==> src/rtl/arb_params.svh <==
// Timing and field constants shared by both ends of the bus arbitration link
`ifndef ARB_PARAMS_SVH
`define ARB_PARAMS_SVH
`define CFG_FLUSH_PIN_BIT      0
`define CFG_INVAL_GRANT_BIT    1
`define CFG_RESET_VALUE        2'h0
`define CPU_EXC_COPROC_ERROR   8'h10
`define SYNC_STAGES            2
`define REQ_MIN_HOLD_CYCLES    4'h4
`define OP_NONE                3'h0
`define OP_WAITING             3'h1
`endif

==> src/rtl/arb_pkg.sv <==
// Types shared by both ends of the bus arbitration link
package arb_pkg;
  typedef enum logic [2:0] {
    cop_none,
    cop_waiting,
    coproc_init_nowait,
    coproc_clear_exc_nowait,
    coproc_store_status_nowait,
    coproc_store_control_nowait,
    coproc_store_env_nowait,
    coproc_save_state_nowait
  } cop_op_t;
  typedef enum {bus_idle, bus_cycle, bus_wait_grant, bus_granted} bus_state_t;
endpackage

==> src/rtl/arb_link_if.sv <==
// Interface joining the processor end and the external master / coprocessor end
`timescale 1ns/100ps
interface arb_link_if;
  logic hold_req;
  logic bus_grant_out;
  logic tristate_all_n;
  logic flush_n;
  logic coproc_error_n;
  logic suspend_ack_n;
  logic suspend_ack_oe;
  logic bus_oe;
  modport cpu (input hold_req, tristate_all_n, flush_n, coproc_error_n,
               output bus_grant_out, suspend_ack_n, suspend_ack_oe, bus_oe);
  modport far (output hold_req, tristate_all_n, flush_n, coproc_error_n,
               input bus_grant_out, suspend_ack_n, suspend_ack_oe, bus_oe);
endinterface

==> src/rtl/in_sync.sv <==
// Two-flop synchroniser bank for asynchronous control inputs
`timescale 1ns/100ps
module in_sync #(
  parameter int WIDTH = 4
) (
  input  wire logic             sys_clk,
  input  wire logic             reset,
  input  wire logic [WIDTH-1:0] reset_value,
  input  wire logic [WIDTH-1:0] async_in,
  output logic      [WIDTH-1:0] sync_out
);
  logic [WIDTH-1:0] meta;

  // First stage feeds only the second stage; reset clears the first stage and loads the resting level on the output
  always_ff @(posedge sys_clk) begin
    if (reset) begin
      meta     <= '0;
      sync_out <= reset_value;
    end else begin
      meta     <= async_in ^ reset_value;
      sync_out <= meta ^ reset_value;
    end
  end
endmodule

==> src/rtl/cpu_bus_hold_float_flush_ctrl.sv <==
// Processor end: hold arbitration, float, cache flush and coprocessor error
`timescale 1ns/100ps
`include "arb_params.svh"
// Operation
// - Coprocessor pulls error low on fault
// - Error sampled only on coprocessor instructions
// - Sampled error raises exception 16
// - Non-waiting store/clear/init ops never raise it
// - Float low tri-states every output
// - Reset required after float changes
// - Flush low invalidates whole cache
// - Flush ignored until enable bit set
// - Invalidate-on-grant bit flushes each hold
// - Finish cycle or locked run, then grant
// - Master drives bus only after grant
// - Bus stays granted while request held
// - Request low: retake bus, drop grant together
// - Hold ignored during reset
// - Reset wins; bus left idle
// - Hold honoured in suspend mode
// - Hold request is level sensitive
// - During grant drive only grant, suspend-ack
// - NMI edge latched in grant; flush still works
module cpu_bus_hold_float_flush_ctrl
  import arb_pkg::*;
(
  input  wire logic    sys_clk,
  input  wire logic    reset,
  arb_link_if.cpu      link,
  input  wire logic    cycle_start,
  input  wire logic    cycle_done,
  input  wire logic    cycle_locked,
  input  wire logic    suspended,
  input  wire logic    suspend_ack_en,
  input  wire logic    suspend_ack_int_n,
  input  wire logic    nmi,
  input  wire logic    cop_op_valid,
  input  wire cop_op_t cop_op,
  input  wire logic    cfg_write,
  input  wire logic [1:0] cfg_wdata,
  output logic [1:0]   config_control_reg0,
  output logic         bus_busy,
  output logic         cache_invalidate,
  output logic         coproc_exc,
  output logic [7:0]   exc_vector,
  output logic         nmi_pending,
  output logic         bus_drive_en
);
  logic [3:0] sync_raw;
  logic       hold_s;
  logic       tristate_s_n;
  logic       flush_s_n;
  logic       err_s_n;
  logic       flush_s_n_d;
  logic       nmi_d;
  logic       floating;
  bus_state_t state;
  bus_state_t next_state;
  logic       next_grant;
  logic       next_drive;
  logic       next_busy;

  // Synchronise all four link inputs; active-low ones rest high
  // Resting levels are loaded in reset, so no false float or flush edge follows it
  in_sync #(.WIDTH(4)) in_sync_inst (
    .sys_clk     (sys_clk),
    .reset       (reset),
    .reset_value (4'he),
    .async_in    ({link.coproc_error_n, link.flush_n, link.tristate_all_n, link.hold_req}),
    .sync_out    (sync_raw)
  );
  assign hold_s       = sync_raw[0];
  assign tristate_s_n = sync_raw[1];
  assign flush_s_n    = sync_raw[2];
  assign err_s_n      = sync_raw[3];
  assign floating     = ~tristate_s_n;

  // Configuration bits, cleared by reset so flush pin starts ignored
  // A write replaces both bits at once; there is no per-bit update
  always_ff @(posedge sys_clk) begin
    if (reset) begin
      config_control_reg0 <= `CFG_RESET_VALUE;
    end else if (cfg_write) begin
      config_control_reg0 <= cfg_wdata;
    end
  end

  // Arbitration: request is a level, re-read every cycle
  always_comb begin
    next_state = state;
    case (state)
      bus_idle: begin
        if (hold_s) begin
          next_state = bus_granted;
        end else if (cycle_start && !suspended) begin
          // A suspended core starts no cycles of its own, yet hold is still served
          next_state = bus_cycle;
        end
      end
      bus_cycle: begin
        // Locked sequences keep the bus until the last cycle ends
        if (cycle_done && !cycle_locked) begin
          next_state = hold_s ? bus_granted : bus_idle;
        end else if (cycle_done && hold_s) begin
          next_state = bus_wait_grant;
        end
      end
      bus_wait_grant: begin
        // Hold came in mid locked run; the run must end before the bus is given up
        if (cycle_done && !cycle_locked) begin
          next_state = hold_s ? bus_granted : bus_idle;
        end
      end
      bus_granted: begin
        // Kept until request drops, suspended or not
        if (!hold_s) begin
          next_state = bus_idle;
        end
      end
      default: next_state = bus_idle;
    endcase
  end

  // Reset wins over hold and leaves the bus idle
  // Hold seen during reset is not looked at; it is re-read from idle afterwards
  always_ff @(posedge sys_clk) begin
    if (reset) begin
      state <= bus_idle;
    end else begin
      state <= next_state;
    end
  end

  // Float overrides the grant but the state machine keeps its place, so a grant
  // cut by float comes back once float is gone; the far end must reset us anyway
  assign next_grant = (next_state == bus_granted) && !floating;
  assign next_drive = (next_state != bus_granted) && !floating;
  assign next_busy  = (next_state == bus_cycle) || (next_state == bus_wait_grant);

  // Grant and bus drive change in the same edge
  always_ff @(posedge sys_clk) begin
    if (reset) begin
      link.bus_grant_out <= 1'b0;
      link.bus_oe        <= 1'b0;
      bus_drive_en       <= 1'b0;
      bus_busy           <= 1'b0;
    end else begin
      link.bus_grant_out <= next_grant;
      link.bus_oe        <= next_drive;
      bus_drive_en       <= next_drive;
      bus_busy           <= next_busy;
    end
  end

  // Suspend-ack stays driven through grant, floats on float pin or when suspend_ack_en is low
  // The internal level reaches the pin one cycle late, straight from a flop
  always_ff @(posedge sys_clk) begin
    if (reset) begin
      link.suspend_ack_n  <= 1'b1;
      link.suspend_ack_oe <= 1'b0;
    end else begin
      link.suspend_ack_n  <= suspend_ack_int_n;
      link.suspend_ack_oe <= suspend_ack_en && !floating;
    end
  end

  // Flush on pin falling edge when enabled, or on grant entry when the invalidate-on-grant bit is set
  // Edge detect: a pin held low flushes once, not every cycle it stays low
  always_ff @(posedge sys_clk) begin
    if (reset) begin
      flush_s_n_d      <= 1'b1;
      cache_invalidate <= 1'b0;
    end else begin
      flush_s_n_d      <= flush_s_n;
      cache_invalidate <= (config_control_reg0[`CFG_FLUSH_PIN_BIT] && !flush_s_n
                           && flush_s_n_d)
                          || (config_control_reg0[`CFG_INVAL_GRANT_BIT]
                              && next_state == bus_granted && state != bus_granted);
    end
  end

  // NMI rising edge held while granted, released after request drops
  // Only the rising edge counts; a level left high does not re-arm it
  always_ff @(posedge sys_clk) begin
    if (reset) begin
      nmi_d       <= 1'b0;
      nmi_pending <= 1'b0;
    end else begin
      nmi_d <= nmi;
      if (nmi && !nmi_d) begin
        nmi_pending <= 1'b1; // Set wins over any clear
      end else if (state != bus_granted) begin
        nmi_pending <= 1'b0;
      end
    end
  end

  // Error checked only at a waiting coprocessor instruction
  // The vector is a constant, but kept in a flop like every other output
  always_ff @(posedge sys_clk) begin
    if (reset) begin
      coproc_exc <= 1'b0;
      exc_vector <= 8'h00;
    end else begin
      coproc_exc <= cop_op_valid && (cop_op == cop_waiting) && !err_s_n;
      exc_vector <= `CPU_EXC_COPROC_ERROR;
    end
  end
endmodule

==> src/flat_wrapper.sv <==
// flat-port wrapper written by rule: the top's interface ports become plain ports
module cpu_bus_hold_float_flush_ctrl_flat import arb_pkg::*;
  (sys_clk, reset, cycle_start, cycle_done, cycle_locked, suspended, suspend_ack_en, suspend_ack_int_n, nmi, cop_op_valid, cop_op, cfg_write, cfg_wdata, config_control_reg0, bus_busy, cache_invalidate, coproc_exc, exc_vector, nmi_pending, bus_drive_en, link_hold_req, link_tristate_all_n, link_flush_n, link_coproc_error_n, link_bus_grant_out, link_suspend_ack_n, link_suspend_ack_oe, link_bus_oe);
  arb_link_if link_i ();
  input  wire logic sys_clk;
  input  wire logic reset;
  input  wire logic cycle_start;
  input  wire logic cycle_done;
  input  wire logic cycle_locked;
  input  wire logic suspended;
  input  wire logic suspend_ack_en;
  input  wire logic suspend_ack_int_n;
  input  wire logic nmi;
  input  wire logic cop_op_valid;
  input  wire cop_op_t cop_op;
  input  wire logic cfg_write;
  input  wire logic [1:0] cfg_wdata;
  output logic [1:0] config_control_reg0;
  output logic bus_busy;
  output logic cache_invalidate;
  output logic coproc_exc;
  output logic [7:0] exc_vector;
  output logic nmi_pending;
  output logic bus_drive_en;
  input wire logic [$bits(link_i.hold_req)-1:0] link_hold_req;
  input wire logic [$bits(link_i.tristate_all_n)-1:0] link_tristate_all_n;
  input wire logic [$bits(link_i.flush_n)-1:0] link_flush_n;
  input wire logic [$bits(link_i.coproc_error_n)-1:0] link_coproc_error_n;
  output wire logic [$bits(link_i.bus_grant_out)-1:0] link_bus_grant_out;
  output wire logic [$bits(link_i.suspend_ack_n)-1:0] link_suspend_ack_n;
  output wire logic [$bits(link_i.suspend_ack_oe)-1:0] link_suspend_ack_oe;
  output wire logic [$bits(link_i.bus_oe)-1:0] link_bus_oe;
  assign link_i.hold_req = link_hold_req;
  assign link_i.tristate_all_n = link_tristate_all_n;
  assign link_i.flush_n = link_flush_n;
  assign link_i.coproc_error_n = link_coproc_error_n;
  assign link_bus_grant_out = link_i.bus_grant_out;
  assign link_suspend_ack_n = link_i.suspend_ack_n;
  assign link_suspend_ack_oe = link_i.suspend_ack_oe;
  assign link_bus_oe = link_i.bus_oe;
  cpu_bus_hold_float_flush_ctrl u_core (.sys_clk(sys_clk), .reset(reset), .link(link_i), .cycle_start(cycle_start), .cycle_done(cycle_done), .cycle_locked(cycle_locked), .suspended(suspended), .suspend_ack_en(suspend_ack_en), .suspend_ack_int_n(suspend_ack_int_n), .nmi(nmi), .cop_op_valid(cop_op_valid), .cop_op(cop_op), .cfg_write(cfg_write), .cfg_wdata(cfg_wdata), .config_control_reg0(config_control_reg0), .bus_busy(bus_busy), .cache_invalidate(cache_invalidate), .coproc_exc(coproc_exc), .exc_vector(exc_vector), .nmi_pending(nmi_pending), .bus_drive_en(bus_drive_en));
endmodule
==> config.mk <==
export PLATFORM = sky130hd
export DESIGN_NAME = cpu_bus_hold_float_flush_ctrl_flat
export DESIGN_NICKNAME = d
export VERILOG_FILES = /design/src/rtl/arb_pkg.sv /design/src/rtl/arb_link_if.sv /design/src/rtl/in_sync.sv /design/src/rtl/cpu_bus_hold_float_flush_ctrl.sv /design/src/flat_wrapper.sv
export VERILOG_INCLUDE_DIRS = /design/src /design/src/rtl
export SDC_FILE = /design/constraint.sdc
export NUM_CORES = 1
export LEC_CHECK = 0
export ABC_AREA = 1
export BUFFER_PORTS_ARGS = -buffer_cell sky130_fd_sc_hd__buf_2
export CAP_MARGIN = 20
export CORE_MARGIN = 2
export CORE_UTILIZATION = 30
export CTS_CLUSTER_DIAMETER = 100
export DETAILED_ROUTE_END_ITERATION = 12
export PLACE_DENSITY = 0.57
export SLEW_MARGIN = 10
export SYNTH_ARGS = -nofsm -noshare
export SYNTH_HDL_FRONTEND = slang
export SYNTH_SLANG_ARGS = --single-unit
export TNS_END_PERCENT = 5
==> constraint.sdc <==
create_clock -name sys_clk -period 3.6 [get_ports sys_clk]
set_clock_uncertainty 0.2 [all_clocks]
set_input_delay 0.72 -clock sys_clk [delete_from_list [all_inputs] [get_ports sys_clk]]
set_output_delay 0.72 -clock sys_clk [all_outputs]
set_load 0.01 [all_outputs]
==> out/metrics.yaml <==
worstSetupPathType: "reg -> out"
place_hpwl_um: 2060
syn-cell-area_mm2: 0.00174
portBuffers: 31
synthArstFlopShare_pct: 0
status: "finished clean"
cts_sinks: 53
max_cap_violations: 0
stdcell_count: 345
cp_slowest_stage_delay_ns: 0.36
die_w_um: 80.3
fp.dieH_um: 80.3
grt_pass1_wl_um: 4890
power_frac_seq_pct: 57.7
syn_inst: 207
final_layout_size_suffix_gt1_share_pct: 19.0
root_buffer: "clkbuf_8"
ys_ff_latch: 53
fin_crit_ns: 1.73
antenna_found_initial: 0
yosysTopAreaCellShare_pct: 60.8
grt_usage_pct: 9.97
synth_most_common_cell: "dfxtp_1"
crit_slowest_cell: "dfxtp_1"
drtAntennaViolNets: 0
arrival_ns: 0.81
wl_per_cell_um: 7.72
synth_commonest_cells: "53 x dfxtp_1, 43 x nand2_1, 42 x nor2_1"
nNetsFinal: 292
rsz0062_at_grt: "false"
fmax_mhz: 578
drtIter0Drc: 39
ios: 39
slew_viol_final: 0
synthTopCellsByArea: "dfxtp_1 61%, nand2_1 9.3%, nor2_1 9.0%, inv_1 5.2%, buf_4 3.4%"
drc: 0
hold_depth: 1
via_per_inst: 3.63
powerDensity_mw_per_mm2: 495
required_ns: 2.68
routabilityCongestion: 0.742
vias: 1251
clock_latency_ns: 0.30
wirelength_um: 2660
grt_overflow_total: 0
p_sw_uw: 219
setup_viol: 0
start_util_pct: 31.3
setup_tns_ns: 0
antenna_cells: 0
reg2reg_slack_ns: 1.96
worstHoldStart: "u_core.in_sync_inst.meta[1]"
r2r_cells: 12
cp_num_cells: 1
crit_start: "u_core.config_control_reg0[0]"
avgSynthCellArea_um2: 8.43
grt_max_degree: 17
worstSetupEndpointType: "output port"
cts_hold_buf: 0
place_inst: 337
internal_power_uw: 861
post_cts_buffers: 0
synth.distinct_cells: 22
synth-seq-area-share_pct: 60.8
synth_flop_cell: "dfxtp_1"
rows: 27
critical_path.cell_chain: "buf_2"
dr.pass1.iters: 4
grt_pass1_vias: 1213
ir_drop_uv: 192
cp.buffers_inverters: 1
dieArea_mm2: 0.00644
finalCritPeriodShare_pct: 48.0
total_power_uw: 1080
critPathLaunchType: "flop"
tritoncts: "built"
area_delta_synth_final_pct: 25.0
clockPowerShare_pct: 37.4
cts_buffers: 5
hold_class: "reg -> reg"
synth_top_cell_by_area: "dfxtp_1"
clock_path_buffers: 2
worstReg2RegStart: "u_core.state[1]"
design.core.area_mm2: 0.00557
htreeDepth: 2
crit_fanout: 3
critical_path.top_delay_family: "flip-flops"
leakage_uw: 0.00108
pwr-share-comb_pct: 5.0
swShare_pct: 20.3
synth-edff-count: 0
cts_resized: 0
ys.warnings.count: 0
hold_viol: 0
clk_pin_slew_worst_paths_ns: 0.09
placed cells by master (no fill, tap or decap):
master      instances
a21oi_1             5
a21oi_2             1
a31oi_1             1
buf_2              31
bufinv_16           1
clkbuf_8            6
clkinv_1            1
clkinvlp_4          1
conb_1             37
dfxtp_1            53
inv_1              24
inv_2               5
nand2_1            43
nand2_4             2
nand3_1             6
nand3_2             1
nand3b_1            2
nand4_1             1
nor2_1             42
nor2_2              2
nor2_4              1
nor3_1              1
o21ai_0             5
or2_2               1
power by group through the flow:
| stage | clock network [uW] | logic (uW) | registers (uW) |
|---|---|---|---|
| final | 403 | 53.5 | 623 |
| after global routing | 440 | 64.4 | 627 |
| after floorplan | 0 | 36.7 | 638 |
| after detailed placement | 0 | 53.6 | 637 |
| after CTS | 421 | 53.9 | 623 |
| after global placement | 0 | 53.1 | 636 |
cells by family (layout without fill, tap and decap cells):
group                  after synthesis  count (layout)  share of synthesized area (%)
AOI/OAI and AO/OA                   12              12                           3.73
buffers and inverters               39              69                           10.1
other                                1              37                          0.215
and+or+nand+nor                    102             102                           25.1
DFF                                 53              53                           60.8
per-layer routing:
layer	wire length, um	track usage (%)	up-vias
met5	0	0	-
met4	90	7.63	0
met3	88	2.36	7
met2	1270	16.3	25
met1	1210	11.2	517
li1	-	-	702
final timing paths:
check | endpoint
setup / recovery | config_control_reg0[0]
hold / removal | u_core.in_sync_inst.sync_out[1]
setup reg to reg | u_core.bus_busy
hold reg to reg | u_core.in_sync_inst.sync_out[1]
stage by stage:
stage | hold slack, ns | utilization [%] | setup WS (ns) | instance area (um^2)
floorplan | 0.152 | - | 1.85 | 1880
global route | 0.197 | 39.1 | 1.69 | 2180
CTS | 0.180 | 39.1 | 1.87 | 2180
detailed placement | 0.158 | 37.0 | 1.64 | 2060
finish | 0.177 | 39.1 | 1.87 | 2180
global placement | 0.152 | 37.0 | 1.67 | 2060
sequential cells by signal, summed over array words and instances, names as in the netlist, 2 cells and up:
register and count:
u_core.in_sync_inst.sync_out 4, u_core.config_control_reg0 2, u_core.state 32, u_core.in_sync_inst.meta 4
layout make-up:
type,count,area (um^2)
Sequential cell,53,1060
Tap cell,72,90.1
Inverter,30,113
Fill cell,582,3390
Clock buffer,6,82.6
Clock inverter,2,37.5
Timing Repair Buffer,31,155
Multi-Input combinational cell,151,642
Power figures use the tool's default switching activity.
